**src/hw/bird_pkg.sv**
```systemverilog
package bird_pkg;

  // read locations in the processor i/o space
  localparam logic [7:0] ADDR_UNIV = 8'h80;
  localparam logic [7:0] ADDR_MISC = 8'h81;
  localparam logic [7:0] ADDR_DIG = 8'h88;
  localparam logic [7:0] ADDR_WATCHDOG = 8'h98;
  localparam logic [7:0] ADDR_EXP_FIRST = 8'hC0;
  localparam logic [7:0] ADDR_EXP_SECOND = 8'hC2;
  localparam logic [7:0] ADDR_EXP_UNUSED = 8'hC4;
  localparam logic [7:0] ADDR_EXP_RESET = 8'hC6;
  localparam logic [7:0] ADDR_DISP_CTRL = 8'hD0;
  localparam logic [7:0] ADDR_DISP_DATA = 8'hD1;

  // field positions inside the returned bytes
  localparam int UNIV_LSB = 0;
  localparam int UNIV_W = 6;
  localparam int HG_BIT = 6;
  localparam int JUMPER_BIT = 7;
  localparam int EE_BIT = 0;
  localparam int PFAIL_BIT = 1;
  localparam int KEY_LSB = 2;
  localparam int KEY_W = 6;
  localparam int DIG_LSB = 0;
  localparam int DIG_W = 7;
  localparam int UNIV8_BIT = 7;

  // values after reset
  localparam logic [7:0] RST_DATA = 8'h00;
  localparam logic [39:0] RST_PINS = 40'h00_0000_0000;
  localparam logic [8:0] RST_BUS = 9'h100; // read strobe idle high

  // pulse lengths in ref_clk cycles
  localparam int WATCHDOG_KICK_CYCLES = 1;
  localparam int EXP_RST_CYCLES = 16;

  // board input lines, sampled together
  typedef struct packed {
    logic [5:0] univ;
    logic hg_cmp;
    logic user_jumper_flag;
    logic ee_sda;
    logic power_fail;
    logic [5:0] key_col;
    logic [6:0] dig;
    logic univ8_cmp;
    logic [7:0] exp_data;
    logic [7:0] disp_data;
  } bird_pins_t;

  // processor i/o read strobe and address
  typedef struct packed {
    logic rd_n;
    logic [7:0] addr;
  } bird_bus_t;

  typedef enum logic [0:0] {
    ST_IDLE = 1'b0,
    ST_ACTIVE = 1'b1
  } bird_state_t;

  // locations that put data on the processor bus
  function automatic logic bird_drives(input logic [7:0] a);
    case (a)
      ADDR_UNIV, ADDR_MISC, ADDR_DIG, ADDR_WATCHDOG, ADDR_EXP_FIRST,
      ADDR_EXP_SECOND, ADDR_EXP_RESET, ADDR_DISP_CTRL,
      ADDR_DISP_DATA: bird_drives = 1'b1;
      default: bird_drives = 1'b0;
    endcase
  endfunction

endpackage

```
**src/hw/bird_stretch.sv**
```systemverilog
`timescale 1ns/1ps
// turns a one-cycle trigger into a pulse of LEN cycles, starting next cycle
module bird_stretch import bird_pkg::*; #(
  parameter int LEN = 1
) (
  // clock and reset
  input wire logic ref_clk,
  input wire logic rst_n,
  // trigger in, pulse out
  input wire logic trig,
  output logic pulse
);

  localparam int CW = $clog2(LEN + 1);
  localparam logic [CW-1:0] LOAD = CW'(LEN - 1);

  logic [CW-1:0] cnt;

  // a new trigger restarts the full length
  always_ff @(posedge ref_clk or negedge rst_n) begin
    if (!rst_n) begin
      cnt <= '0;
      pulse <= 1'b0;
    end else if (trig) begin
      cnt <= LOAD;
      pulse <= 1'b1;
    end else if (cnt != '0) begin
      cnt <= cnt - CW'(1);
    end else begin
      pulse <= 1'b0;
    end
  end

endmodule // bird_stretch

```
**src/hw/bird_sync.sv**
```systemverilog
`timescale 1ns/1ps
// two flip-flop synchroniser for a vector of asynchronous levels
module bird_sync import bird_pkg::*; #(
  parameter int W = 8,
  parameter logic [W-1:0] RST_VAL = '0
) (
  // clock and reset
  input wire logic ref_clk,
  input wire logic rst_n,
  // levels
  input wire logic [W-1:0] d,
  output logic [W-1:0] q
);

  logic [W-1:0] meta;

  // meta feeds only q; skew across bits is settled by the caller
  always_ff @(posedge ref_clk or negedge rst_n) begin
    if (!rst_n) begin
      meta <= RST_VAL;
      q <= RST_VAL;
    end else begin
      meta <= d;
      q <= meta;
    end
  end

endmodule // bird_sync

```
**src/hw/bird_top.sv**
```systemverilog
// Behaviour
// - 0x80 returns universal inputs and high-gain comparator
// - 0x80 bit 7 is jumper, low when fitted
// - 0x81 bit 0 returns eeprom data line
// - 0x81 bit 1 power fail, bits 2-7 keys
// - 0x88 bits 0-6 return digital inputs
// - 0x88 bit 7 returns universal channel 8
// - any read of 0x98 restarts watchdog
// - read of 0xC6 resets expansion bus devices
// - 0xC0 returns first expansion bus read byte
// - 0xC2 returns second expansion bus read byte
// - 0xC4 is unused, not driven
// - 0xD0 performs display control read with busy
// - 0xD1 performs display data read
`timescale 1ns/1ps
module bird_top import bird_pkg::*; #(
  parameter int EXP_RST_LEN = EXP_RST_CYCLES
) (
  // clock and reset
  input wire logic ref_clk,
  input wire logic rst_n,
  // processor i/o read pins
  input wire logic [7:0] io_addr,
  input wire logic io_rd_n,
  output logic [7:0] io_data_out,
  output logic io_data_oe,
  // board input lines
  input wire bird_pins_t board_in,
  // side effects of reads
  output logic watchdog_kick,
  output logic exp_bus_reset,
  // expansion bus read strobes
  output logic exp_rd_en,
  output logic exp_rd_second,
  // display module read strobes
  output logic disp_rd_en,
  output logic disp_rs
);

  bird_bus_t bus_s;
  bird_pins_t in_s;
  bird_state_t state;
  bird_state_t next_state;
  logic [7:0] addr_q;

  // pins come from the processor and the board, both asynchronous
  bird_sync #(.W(9), .RST_VAL(RST_BUS)) u_bus_sync (
    .ref_clk(ref_clk),
    .rst_n(rst_n),
    .d({io_rd_n, io_addr}),
    .q(bus_s)
  );

  bird_sync #(.W(40), .RST_VAL(RST_PINS)) u_pin_sync (
    .ref_clk(ref_clk),
    .rst_n(rst_n),
    .d(board_in),
    .q(in_s)
  );

  // read cycle framing: start on the synced strobe falling low
  wire rd_low = !bus_s.rd_n;
  wire rd_start = (state == ST_IDLE) && rd_low;
  wire in_read = (state == ST_ACTIVE) && rd_low;

  always_comb begin
    case (state)
      ST_IDLE: next_state = rd_low ? ST_ACTIVE : ST_IDLE;
      ST_ACTIVE: next_state = rd_low ? ST_ACTIVE : ST_IDLE;
      default: next_state = ST_IDLE;
    endcase
  end

  // address is held for the whole read so the mux cannot glitch
  always_ff @(posedge ref_clk or negedge rst_n) begin
    if (!rst_n) begin
      state <= ST_IDLE;
      addr_q <= RST_DATA;
    end else begin
      state <= next_state;
      if (rd_start) begin
        addr_q <= bus_s.addr;
      end
    end
  end

  // assembled input ports
  wire [7:0] univ_port;
  wire [7:0] misc_port;
  wire [7:0] dig_port;

  assign univ_port[UNIV_LSB +: UNIV_W] = in_s.univ;
  assign univ_port[HG_BIT] = in_s.hg_cmp;
  // pin is pulled up, so a fitted jumper reads zero
  assign univ_port[JUMPER_BIT] = in_s.user_jumper_flag;
  assign misc_port[EE_BIT] = in_s.ee_sda;
  assign misc_port[PFAIL_BIT] = in_s.power_fail;
  assign misc_port[KEY_LSB +: KEY_W] = in_s.key_col;
  assign dig_port[DIG_LSB +: DIG_W] = in_s.dig;
  assign dig_port[UNIV8_BIT] = in_s.univ8_cmp;

  // address decode of the held location
  wire sel_univ = addr_q == ADDR_UNIV;
  wire sel_misc = addr_q == ADDR_MISC;
  wire sel_dig = addr_q == ADDR_DIG;
  wire sel_exp1 = addr_q == ADDR_EXP_FIRST;
  wire sel_exp2 = addr_q == ADDR_EXP_SECOND;
  wire sel_disp_c = addr_q == ADDR_DISP_CTRL;
  wire sel_disp_d = addr_q == ADDR_DISP_DATA;
  wire sel_exp = sel_exp1 || sel_exp2;
  wire sel_disp = sel_disp_c || sel_disp_d;

  // watchdog and bus-reset locations return zero: the byte has no meaning
  wire [7:0] next_data =
    sel_univ ? univ_port :
    sel_misc ? misc_port :
    sel_dig ? dig_port :
    sel_exp ? in_s.exp_data :
    sel_disp ? in_s.disp_data :
    RST_DATA;

  // drive only decoded locations, 0xC4 and empty space stay released
  wire next_oe = in_read && bird_drives(addr_q);

  // data refreshes every cycle of the read, so a slow display or
  // expansion device only needs its data settled three ref_clk cycles before the strobe rises
  always_ff @(posedge ref_clk or negedge rst_n) begin
    if (!rst_n) begin
      io_data_out <= RST_DATA;
      io_data_oe <= 1'b0;
    end else begin
      io_data_out <= in_read ? next_data : RST_DATA;
      io_data_oe <= next_oe;
    end
  end

  // read strobes toward the expansion bus and display module
  always_ff @(posedge ref_clk or negedge rst_n) begin
    if (!rst_n) begin
      exp_rd_en <= 1'b0;
      exp_rd_second <= 1'b0;
      disp_rd_en <= 1'b0;
      disp_rs <= 1'b0;
    end else begin
      exp_rd_en <= in_read && sel_exp;
      exp_rd_second <= in_read && sel_exp2;
      disp_rd_en <= in_read && sel_disp;
      disp_rs <= in_read && sel_disp_d;
    end
  end

  // side effects fire once per read, at its start
  wire kick_trig = rd_start && (bus_s.addr == ADDR_WATCHDOG);
  wire xrst_trig = rd_start && (bus_s.addr == ADDR_EXP_RESET);

  bird_stretch #(.LEN(WATCHDOG_KICK_CYCLES)) u_kick (
    .ref_clk(ref_clk),
    .rst_n(rst_n),
    .trig(kick_trig),
    .pulse(watchdog_kick)
  );

  // stretched so slow expansion boards see a clean reset
  bird_stretch #(.LEN(EXP_RST_LEN)) u_xrst (
    .ref_clk(ref_clk),
    .rst_n(rst_n),
    .trig(xrst_trig),
    .pulse(exp_bus_reset)
  );

  // how long the expansion reset has stood; only the checks read it
  logic [7:0] xrst_run;
  always_ff @(posedge ref_clk or negedge rst_n) begin
    if (!rst_n) begin
      xrst_run <= 8'h00;
    end else if (xrst_trig || !exp_bus_reset) begin
      xrst_run <= 8'h00;
    end else begin
      xrst_run <= xrst_run + 8'h01;
    end
  end
endmodule // bird_top

```
**config.mk**
```make
export PLATFORM = sky130hd
export DESIGN_NAME = bird_top
export DESIGN_NICKNAME = d
export VERILOG_FILES = /design/src/hw/bird_pkg.sv /design/src/hw/bird_stretch.sv /design/src/hw/bird_sync.sv /design/src/hw/bird_top.sv
export SDC_FILE = /design/constraint.sdc
export NUM_CORES = 1
export LEC_CHECK = 0
export ABC_AREA = 1
export BUFFER_PORTS_ARGS = -buffer_cell sky130_fd_sc_hd__buf_2
export CORE_UTILIZATION = 37
export DETAILED_ROUTE_END_ITERATION = 8
export GPL_TIMING_DRIVEN = 0
export HOLD_SLACK_MARGIN = 0.03
export SYNTH_ARGS = -nofsm -noshare
export SYNTH_HDL_FRONTEND = slang
export SYNTH_SLANG_ARGS = --single-unit
export TNS_END_PERCENT = 1
```
**constraint.sdc**
```tcl
create_clock -name ref_clk -period 1.4 [get_ports ref_clk]
set_input_delay 0.28 -clock ref_clk [delete_from_list [all_inputs] [get_ports ref_clk]]
set_output_delay 0.28 -clock ref_clk [all_outputs]
set_load 0.05 [all_outputs]
```
==> flow_summary_export.csv, run 1 <==
group,metric,value,unit
outcome,status,"complete, no violations",
setup_path,cp_max_fo,1,
clocking,cts_buffers,17,
timing,skew,0.00868,ns
placement,place_hpwl,4630,um
setup_path,worst-path-buf-inv,1,
setup_path,critPathLaunchType,"flip-flop",
drt,viasPerCell,4.49,
drt,drt_iter0_markers,98,
synthesis,ys_seq_elements,127,
synthesis,synth_compound_gate_area_share,2.05,%
setup_path,crit_slowest_cell,"dfrtp_1",
clocking,cts_tree,"built",
timing,fin_ws,0.0422,ns
floorplan,die-area,0.0113,mm^2
synthesis,yosysUniqueCellTypes,22,
setup_path,crit_chain,"buf_4",
global_route,grt_pass1_wl,12900,um
job,max-cap-violations,0,
synthesis,synth.largest_area_cell,"dfrtp_1",
clocking,cts_sinks,127,
synthesis,avgSynthCellArea,12.9,um^2
timing,period_needed,1.36,ns
floorplan,num_io_pins,66,
setup_path,rr_startpoint,"addr_q[3]$_DFFE_PN0P_",
drt,wl_per_cell,12.9,um
cells_and_area,fillers,905,
drt,drt-pass1-iter-count,4,
power,cellLeakagePower,0.00272,uW
synthesis,synth_top_family_by_area,"simple AND/OR/NAND/NOR gates",
floorplan,die_width,106,um
timing,report.final.slew_viol_count,0,
setup_path,arrival,1.08,ns
setup_path,slowest_delay,0.37,ns
setup_path,reg2reg_slack,0.11,ns
cells_and_area,syn2layout_area_growth,42.1,%
synthesis,synth_fa_ha_area_share,0.620,%
synthesis,synth_top_area_share,77.5,%
synthesis,ys_seq_area_share,78.8,%
setup_path,cp-end-kind,"output pin",
setup_path,worstSetupPathType,"flip-flop to output pin",
floorplan,start_util,38.6,%
clocking,post-cts-setup-buffer-count,0,
clocking,ctsLongestPathBuffers,2,
placement,io_buffers,65,
power,power.density,1590,mW/mm^2
floorplan,core_area,0.0105,mm^2
synthesis,syn-num-nets,365,
timing,rsz0062_at_grt,"true",
timing,worst_slew_pin_slew,0.469,ns
drt,final_antenna_net_count,0,
setup_path,reg2regPathDepth,7,
setup_path,reg2reg_to,"io_data_out[3]$_DFF_PN0_",
drt,vias,2679,
timing,setup_viol,0,
worst_hold_path,hold_class,"input pin to async pin",
clocking,clk_pin_slew,0.06,ns
cells_and_area,nNetsFinal,501,
timing,max_freq,0.736,GHz
clocking,cts-root-buf,"clkbuf_8",
setup_path,cp_top_family,"flip-flops",
timing,period_share,97.0,%
synthesis,synthSimpleGateAreaFrac,15.7,%
timing,slew-limit-headroom,68.7,%
synthesis,synth_cells,312,
drt,drt_wl_total,7710,um
cells_and_area,antennaDiodeCount,0,
timing,hold_viol_final,0,
global_route,antenna_found_initial,0,
clocking,clk_latency,0.52,ns
synthesis,muxShareOfSynthArea,0,%
synthesis,synth_warnings,0,
global_route,grt_pass1_vias,2802,
synthesis,synth_xor_area_share,0.217,%
timing,timing.hold.ws,0.215,ns
synthesis,netlist_area,0.00404,mm^2
floorplan,die_h,106,um
floorplan,rows,37,
global_route,grt_overflow_total,0,
placement,place_congestion,0.736,
power,peakVddDrop,0.747,mV
synthesis,synth_area_leaders,"dfrtp_1 78%, nand3_1 5.0%, nor2_1 4.3%",
cells_and_area,drive_gt1_share,27.1,%
global_route,grt_usage,15.5,%
setup_path,critical_path_required,1.12,ns
placement,place_ws,-0.0674,ns
drt,drcViolationCount,0,
global_route,grt_max_degree,94,
clocking,htree_levels,4,
==> cells in the mapped netlist <==
master and instances:
a21oi_1 1, buf_2 2, dfrtp_1 125, dfstp_2 2
ha_1 2, inv_1 21, inv_2 4, nand2_1 33
nand2_2 3, nand3_1 40, nand3b_1 1, nand4_1 3
nor2_1 46, nor2_2 4, nor2_4 3, nor3_1 4
nor3b_1 1, nor4_1 1, o211ai_1 1, o21ai_0 12
o21ai_1 2, xor2_1 1
==> metal layers <==
layer	track usage, %	vias to the layer above	wire (um)
met1	17.7	1294	3130
met4	8.32	0	207
met2	25.6	81	4030
met3	5.40	20	342
met5	0	-	0
li1	-	1284	-
==> cell usage in the layout (no fill, tap or decap), types with 2 or more instances in the layout <==
| cell type | n |
|---|---|
| nand2_1 | 31 |
| inv_6 | 4 |
| clkbuf_4 | 2 |
| dfstp_2 | 2 |
| nor2_2 | 2 |
| buf_6 | 3 |
| buf_2 | 52 |
| clkbuf_16 | 16 |
| nand3_1 | 40 |
| nand2_2 | 4 |
| dlygate4sd3_1 | 50 |
| nor3_1 | 4 |
| nand4_1 | 3 |
| ha_1 | 2 |
| clkinvlp_4 | 4 |
| o21ai_0 | 9 |
| inv_8 | 5 |
| dfrtp_1 | 124 |
| nor2_1 | 45 |
| buf_4 | 10 |
| inv_2 | 7 |
| o21ai_1 | 5 |
| nor2_4 | 7 |
| inv_1 | 17 |
==> registers in the layout, summed over array words and instances (netlist names), 5 cells and up <==
name,cells
addr_q,8
u_bus_sync.meta,9
io_data_out,8
u_bus_sync.q,9
u_xrst.cnt,5
u_pin_sync.q,40
u_pin_sync.meta,40
==> metrics by stage <==
step / power [uW] / TNS, ns / utilization (%) / instance area [um^2] / std cells
final: 9130 / 0 / 54.8 / 5730 / 597
after CTS: 9190 / 0 / 54.1 / 5670 / 596
after floorplan: 4540 / 0 / - / 4040 / 312
after detailed placement: 4830 / -0.121 / 43.6 / 4560 / 514
after global placement: 4790 / -185.37 / 43.3 / 4530 / 513
after global routing: 9560 / -0.144 / 54.8 / 5730 / 597
==> layout make-up <==
class                   count  area (um^2)  area share (%)
flip-flops and latches    127         3180            55.5
repair buffers            116          900            15.7
multi-input cells         159          790            13.8
clock buffers              17          414            7.22
well taps                 136          170            2.97
clock inverters            15          169            2.95
inverters                  25         97.6            1.70
plain buffers               2         12.5           0.218
==> kinds of logic after synthesis <==
logic type	count (synthesis)
compound gates	16
xor+xnor	1
fa+ha+maj	2
buf+inv	27
flops	127
simple gates	139
==> how the worst max path moves through the flow <==
| stage | start | end | slack (ns) | cells after the start |
|---|---|---|---|---|
| after floorplan | addr_q[3]$_DFFE_PN0P_ | io_data_out[0]$_DFF_PN0_ | 0.23 | 6 |
| after global placement | rst_n | u_pin_sync.meta[37]$_DFF_PN0_ | -1.48 | 1 |
| after detailed placement | u_bus_sync.q[8]$_DFF_PN1_ | disp_rs$_DFF_PN0_ | -0.07 | 3 |
| after CTS | disp_rs$_DFF_PN0_ | disp_rs | 0.003 | 1 |
| after global routing | addr_q[2]$_DFFE_PN0P_ | io_data_out[1]$_DFF_PN0_ | -0.05 | 7 |
| final | io_data_out[3]$_DFF_PN0_ | io_data_out[3] | 0.04 | 1 |
==> power by group <==
part,switching [uW],internal (uW),total [uW]
clock,1770,2450,4220
combinational,499,355,855
sequential,128,3930,4060
==> repair_timing <==
action | in CTS | in global routing
setup endpoints to repair | 14 | 23
pin swaps | 0 | 1
resized for setup | 6 | 34
hold buffers | 50 | 0
cloned | 0 | 1
hold endpoints to repair | 83 | 0
Power figures use the tool's default switching activity.
==> run 2: changes to the inputs <==
--- a/config.mk
+++ b/config.mk
@@ -6,7 +6,7 @@
 export NUM_CORES = 1
 export LEC_CHECK = 0
 export ABC_AREA = 1
-export BUFFER_PORTS_ARGS = -buffer_cell sky130_fd_sc_hd__buf_2
+export BUFFER_PORTS_ARGS = -buffer_cell sky130_fd_sc_hd__buf_4
 export CORE_UTILIZATION = 37
 export DETAILED_ROUTE_END_ITERATION = 8
 export GPL_TIMING_DRIVEN = 0
==> constraint.sdc (replaced) <==
create_clock -name ref_clk -period 1.4 [get_ports ref_clk]
set_input_delay 0.14 -clock ref_clk [delete_from_list [all_inputs] [get_ports ref_clk]]
set_output_delay 0.14 -clock ref_clk [all_outputs]
set_load 0.05 [all_outputs]
==> run 2 against run 1 <==
Net effect:
- register-to-register slack worse by 0.03 ns
- power grew 1.1%
- sequential power barely moved
- wire length fell by 1.3%
- critical endpoint is now io_data_out[0]$_DFF_PN0_
- largest cell class unchanged
- highest routed layer unchanged
==> flow_summary_export.csv, run 2 (synthesized netlist as in run 1, its figures left out) <==
group,metric,value,unit
power,peakVddDrop,0.908,mV
global_route,grt_overflow_total,0,
timing,worst_slew_pin_slew,0.494,ns
floorplan,core_area,0.0105,mm^2
drt,drt_iter0_markers,83,
cells_and_area,antennaDiodeCount,0,
setup_path,cp-end-kind,"flip-flop",
cells_and_area,syn2layout_area_growth,45.5,%
timing,period_share,94.4,%
global_route,grt_pass1_vias,2820,
drt,viasPerCell,4.40,
cells_and_area,drive_gt1_share,27.1,%
timing,rsz0062_at_grt,"true",
drt,vias,2626,
drt,drt-pass1-iter-count,6,
cells_and_area,nNetsFinal,501,
global_route,antenna_found_initial,0,
global_route,grt_usage,15.5,%
clocking,post-cts-setup-buffer-count,0,
timing,slew-limit-headroom,67.0,%
timing,max_freq,0.756,GHz
power,p_total,9230,uW
floorplan,die-area,0.0113,mm^2
power,power.density,1570,mW/mm^2
timing,fin_tns_setup,0,ns
outcome,status,"complete, no violations",
clocking,cts_buffers,17,
setup_path,critical_path_required,1.79,ns
cells_and_area,multiInputGateArea,800,um^2
floorplan,start_util,38.6,%
job,max-cap-violations,0,
cells_and_area,final_cell_mix,"125 x dfrtp_1, 64 x buf_4, 50 x dlygate4sd3_1, 44 x nor2_1, 38 x nand3_1",
global_route,grt_max_degree,88,
floorplan,rows,37,
drt,drt_wl_total,7610,um
timing,setup_viol,0,
power,cellLeakagePower,0.00277,uW
clocking,clk_pin_slew,0.06,ns
drt,wl_per_cell,12.8,um
floorplan,die_h,106,um
placement,dp.cells,514,
placement,dpl_cell_area,0.00472,mm^2
setup_path,worstSetupPathType,"flip-flop to flip-flop",
floorplan,num_io_pins,66,
cells_and_area,utilization,56.1,%
worst_hold_path,hold_class,"input pin to async pin",
timing,hold_viol_final,0,
placement,io_buffers,65,
drt,drcViolationCount,0,
setup_path,arrival,1.71,ns
drt,final_antenna_net_count,0,
global_route,grt_pass1_wl,12900,um
setup_path,cp_max_fo,8,
cells_and_area,final_cell_count_no_fill,597,
placement,place_congestion,0.755,
clocking,cts_sinks,127,
floorplan,die_width,106,um
cells_and_area,layout_commonest_cell,"dfrtp_1",
cells_and_area,ff_latch_area,0.00318,mm^2
clocking,clk_latency,0.51,ns
setup_path,reg2regPathDepth,7,
timing,skew,0.0117,ns
cells_and_area,fillers,886,
clocking,htree_levels,4,
clocking,cts-root-buf,"clkbuf_8",
timing,report.final.slew_viol_count,0,
cells_and_area,reg_top3,"u_pin_sync.meta (40), u_pin_sync.q (40)",
setup_path,critPathLaunchType,"flip-flop",
timing,period_needed,1.32,ns
cells_and_area,fin_area,0.00587,mm^2
clocking,cts_tree,"built",
clocking,ctsLongestPathBuffers,2,
placement,place_hpwl,4650,um
-- run 2: changes by cell type in the layout (fill, tap and decap cells not counted), sizes merged --
cell | before | now
buf | 66 | 67
bufinv | 1 | 2
clkbuf | 19 | 18
clkinv | 2 | 1
clkinvlp | 4 | 5
inv | 33 | 32
-- run 2: what timing repair did --
action / CTS / global route
cloned: 0 / 1
hold buffers: 50 / 0
gates resized for setup: 2 / 13
endpoints found under the hold margin: 174 / 0
endpoints found under the setup margin: 11 / 10
pin swaps: 0 / 3
-- run 2: layer usage --
layer	global-route usage, %	share of wire (%)	vias up	wire [um]
met5	0	0	-	0
met4	8.02	1.4	0	104
met3	4.78	4.2	10	323
met2	26.5	53	68	4070
met1	17.4	41	1270	3120
li1	-	-	1278	-
-- run 2: metrics by stage --
step	hold WS (ns)	worst slack (ns)
finish	0.0939	0.0780
global placement	0.250	-0.139
floorplan	-0.156	0.226
global route	0.110	-0.0458
CTS	0.104	0.0276
detailed placement	0.0721	-0.0984
-- run 2: critical path, stage by stage, from the launching register on --
cell	delay (ns)
dfrtp_1	0.43
nor2_2	0.07
nand2_2	0.12
clkinvlp_4	0.21
nand3_1	0.12
nand3_1	0.11
nor2_1	0.10
nor2_1	0.05
-- run 2: area by class of cell --
| cell class | instances | area share, % |
|---|---|---|
| sequential | 127 | 54.2 |
| timing repair buffer | 116 | 17.4 |
| multi-input combinational | 159 | 13.6 |
| clock buffer | 17 | 7.05 |
| clock inverter | 15 | 3.01 |
| tap | 136 | 2.90 |
| inverter | 25 | 1.66 |
| buffer | 2 | 0.213 |
-- run 2: where the power goes --
group	internal, uW	total (uW)	switching (uW)
sequential	3930	4060	126
clock	2600	4280	1690
combinational	392	891	499
total	6920	9230	2310
-- run 2: final timing paths --
| check | start | endpoint | slack (ns) |
|---|---|---|---|
| min reg2reg | u_bus_sync.meta[7]$_DFF_PN0_ | u_bus_sync.q[7]$_DFF_PN0_ | 0.34 |
| max in group asynchronous | rst_n | u_bus_sync.q[8]$_DFF_PN1_ | 0.57 |
| min | rst_n | u_xrst.cnt[4]$_DFFE_PN0P_ | 0.09 |
| max | addr_q[2]$_DFFE_PN0P_ | io_data_out[0]$_DFF_PN0_ | 0.08 |
| min in group ref_clk | board_in[19] | u_pin_sync.meta[19]$_DFF_PN0_ | 0.28 |
| max reg2reg | addr_q[2]$_DFFE_PN0P_ | io_data_out[0]$_DFF_PN0_ | 0.08 |
==> run 3: changes to the inputs <==
--- a/config.mk
+++ b/config.mk
@@ -11,6 +11,7 @@
 export DETAILED_ROUTE_END_ITERATION = 8
 export GPL_TIMING_DRIVEN = 0
 export HOLD_SLACK_MARGIN = 0.03
+export RECOVER_POWER = 25
 export SYNTH_ARGS = -nofsm -noshare
 export SYNTH_HDL_FRONTEND = slang
 export SYNTH_SLANG_ARGS = --single-unit
==> run 3 against run 2 <==
Net effect:
- power decreased by 0.13%
- critical path type unchanged
- worst hold slack improved by 0.0016 ns
- utilization unchanged
- clock power about the same
- worst setup slack about the same
- die area unchanged
- via count decreased by 0.46%
- combinational power decreased by 1%
- sequential power about the same
- non-clock buffer count unchanged
- register-to-register slack about the same
- wire length decreased by 1.0%
==> flow_summary_export.csv, run 3 (synthesized netlist as in run 1, its figures left out) <==
group,metric,value,unit
setup_path,critPathLaunchType,"flip-flop",
drt,viasPerCell,4.38,
placement,io_buffers,65,
timing,period_needed,1.32,ns
clocking,cts-root-buf,"clkbuf_8",
timing,rsz0062_at_grt,"true",
setup_path,crit_slowest_cell,"dfrtp_1",
setup_path,reg2regPathDepth,7,
drt,final_antenna_net_count,0,
placement,place_congestion,0.755,
setup_path,cp-end-kind,"flip-flop",
drt,wl_per_cell,12.6,um
placement,place_hpwl,4650,um
cells_and_area,drive_gt1_share,27.1,%
cells_and_area,layout_commonest_cell,"dfrtp_1",
setup_path,critPathCapture,"io_data_out[0]$_DFF_PN0_",
timing,slew-limit-headroom,67.6,%
floorplan,num_io_pins,66,
drt,drt_iter0_markers,100,
timing,report.final.slew_viol_count,0,
setup_path,critical_path_required,1.79,ns
global_route,grt_usage,15.5,%
worst_hold_path,hold_class,"input pin to async pin",
floorplan,rows,37,
timing,timing.hold.ws,0.0955,ns
floorplan,core_area,0.0105,mm^2
setup_path,rr_startpoint,"addr_q[2]$_DFFE_PN0P_",
floorplan,die-area,0.0113,mm^2
floorplan,start_util,38.6,%
setup_path,cp_max_fo,8,
global_route,grt_pass1_wl,12900,um
outcome,status,"complete, no violations",
timing,max_freq,0.756,GHz
power,cellLeakagePower,0.00276,uW
cells_and_area,antennaDiodeCount,0,
setup_path,reg2reg_to,"io_data_out[0]$_DFF_PN0_",
job,max-cap-violations,0,
cells_and_area,syn2layout_area_growth,45.5,%
clocking,clk_latency,0.51,ns
cells_and_area,final_cell_mix,"125 x dfrtp_1, 50 x clkbuf_4, 50 x dlygate4sd3_1, 44 x nor2_1, 38 x nand3_1",
timing,period_share,94.4,%
global_route,grt_overflow_total,0,
cells_and_area,utilization,56.1,%
global_route,antenna_found_initial,0,
drt,drcViolationCount,0,
clocking,htree_levels,4,
drt,drt_wl_total,7530,um
clocking,clk_pin_slew,0.06,ns
cells_and_area,fillers,886,
timing,worst_slew_pin_slew,0.486,ns
setup_path,worstSetupPathType,"flip-flop to flip-flop",
timing,fin_tns_setup,0,ns
setup_path,slowest_delay,0.43,ns
timing,setup_viol,0,
floorplan,die_h,106,um
drt,vias,2614,
setup_path,worstSetupStartpoint,"addr_q[2]$_DFFE_PN0P_",
timing,hold_viol_final,0,
clocking,cts_tree,"built",
floorplan,die_width,106,um
timing,skew,0.0108,ns
cells_and_area,reg_top3,"u_pin_sync.meta (40), u_pin_sync.q (40)",
setup_path,reg2reg_slack,0.08,ns
cells_and_area,nNetsFinal,501,
power,power.density,1570,mW/mm^2
clocking,cts_sinks,127,
global_route,grt_pass1_vias,2820,
clocking,cts_buffers,17,
cells_and_area,multiInputGateArea,800,um^2
power,peakVddDrop,0.906,mV
global_route,grt_max_degree,88,
setup_path,arrival,1.71,ns
clocking,ctsLongestPathBuffers,2,
drt,drt-pass1-iter-count,4,
setup_path,crit_chain,"nor2_2 > nand2_2 > clkinvlp_4 > nand3_1 > nand3_1 > nor2_1 > nor2_1",
cells_and_area,ff_latch_area,0.00318,mm^2
-- run 3: changes by cell type in the layout (fill, tap and decap cells not counted), sizes merged --
cell | before | now
clkbuf | 18 | 67
buf | 67 | 18
-- run 3: worst min-delay path by stage --
| stage | start | to | slack, ns |
|---|---|---|---|
| floorplan | rst_n | addr_q[0]$_DFFE_PN0P_ | -0.16 |
| global placement | board_in[26] | u_pin_sync.meta[26]$_DFF_PN0_ | 0.25 |
| detailed placement | rst_n | u_xrst.cnt[4]$_DFFE_PN0P_ | 0.07 |
| CTS | rst_n | u_xrst.cnt[4]$_DFFE_PN0P_ | 0.10 |
| global route | rst_n | u_xrst.cnt[4]$_DFFE_PN0P_ | 0.11 |
| finish | rst_n | u_xrst.cnt[4]$_DFFE_PN0P_ | 0.1 |
-- run 3: report_power, final --
group	total, uW	switching, uW	internal, uW
Combinational	881	496	385
Clock	4280	1690	2600
Sequential	4060	126	3930
Total	9220	2310	6910
-- run 3: worst max-delay path, delay by kind of cell, from the launching register on --
kind	cells	cell delay, ns
AND/OR/NAND/NOR	6	0.57
flip-flops	1	0.43
buffers and inverters	1	0.21
-- run 3: metal layers --
layer	routed length (um)	track usage (%)
met5	0	0
met4	104	8.02
met3	268	4.78
met2	4030	26.5
met1	3130	17.4
-- run 3: repair_timing --
action	CTS	global route
setup buffers	0	0
setup endpoints to repair	11	10
hold buffers	50	0
cloned	0	1
resized for setup	2	13
endpoints found under the hold margin	174	0
pin swaps	0	3
-- run 3: final cells by class --
type                            count  share of cell area (%)
Sequential cell                   127                    54.2
Timing Repair Buffer              116                    17.4
Multi-Input combinational cell    159                    13.6
Clock buffer                       17                    7.05
Clock inverter                     15                    3.01
Tap cell                          136                    2.90
Inverter                           25                    1.66
Buffer                              2                   0.213
-- run 3: through the flow --
stage | total power, uW | cells | cell area, um^2 | setup WS [ns]
final | 9220 | 597 | 5870 | 0.0778
after global routing | 9670 | 597 | 5870 | -0.0458
after CTS | 9310 | 596 | 5820 | 0.0276
after detailed placement | 4870 | 514 | 4720 | -0.0984
after global placement | 4830 | 513 | 4690 | -0.139
after floorplan | 4540 | 312 | 4040 | 0.226
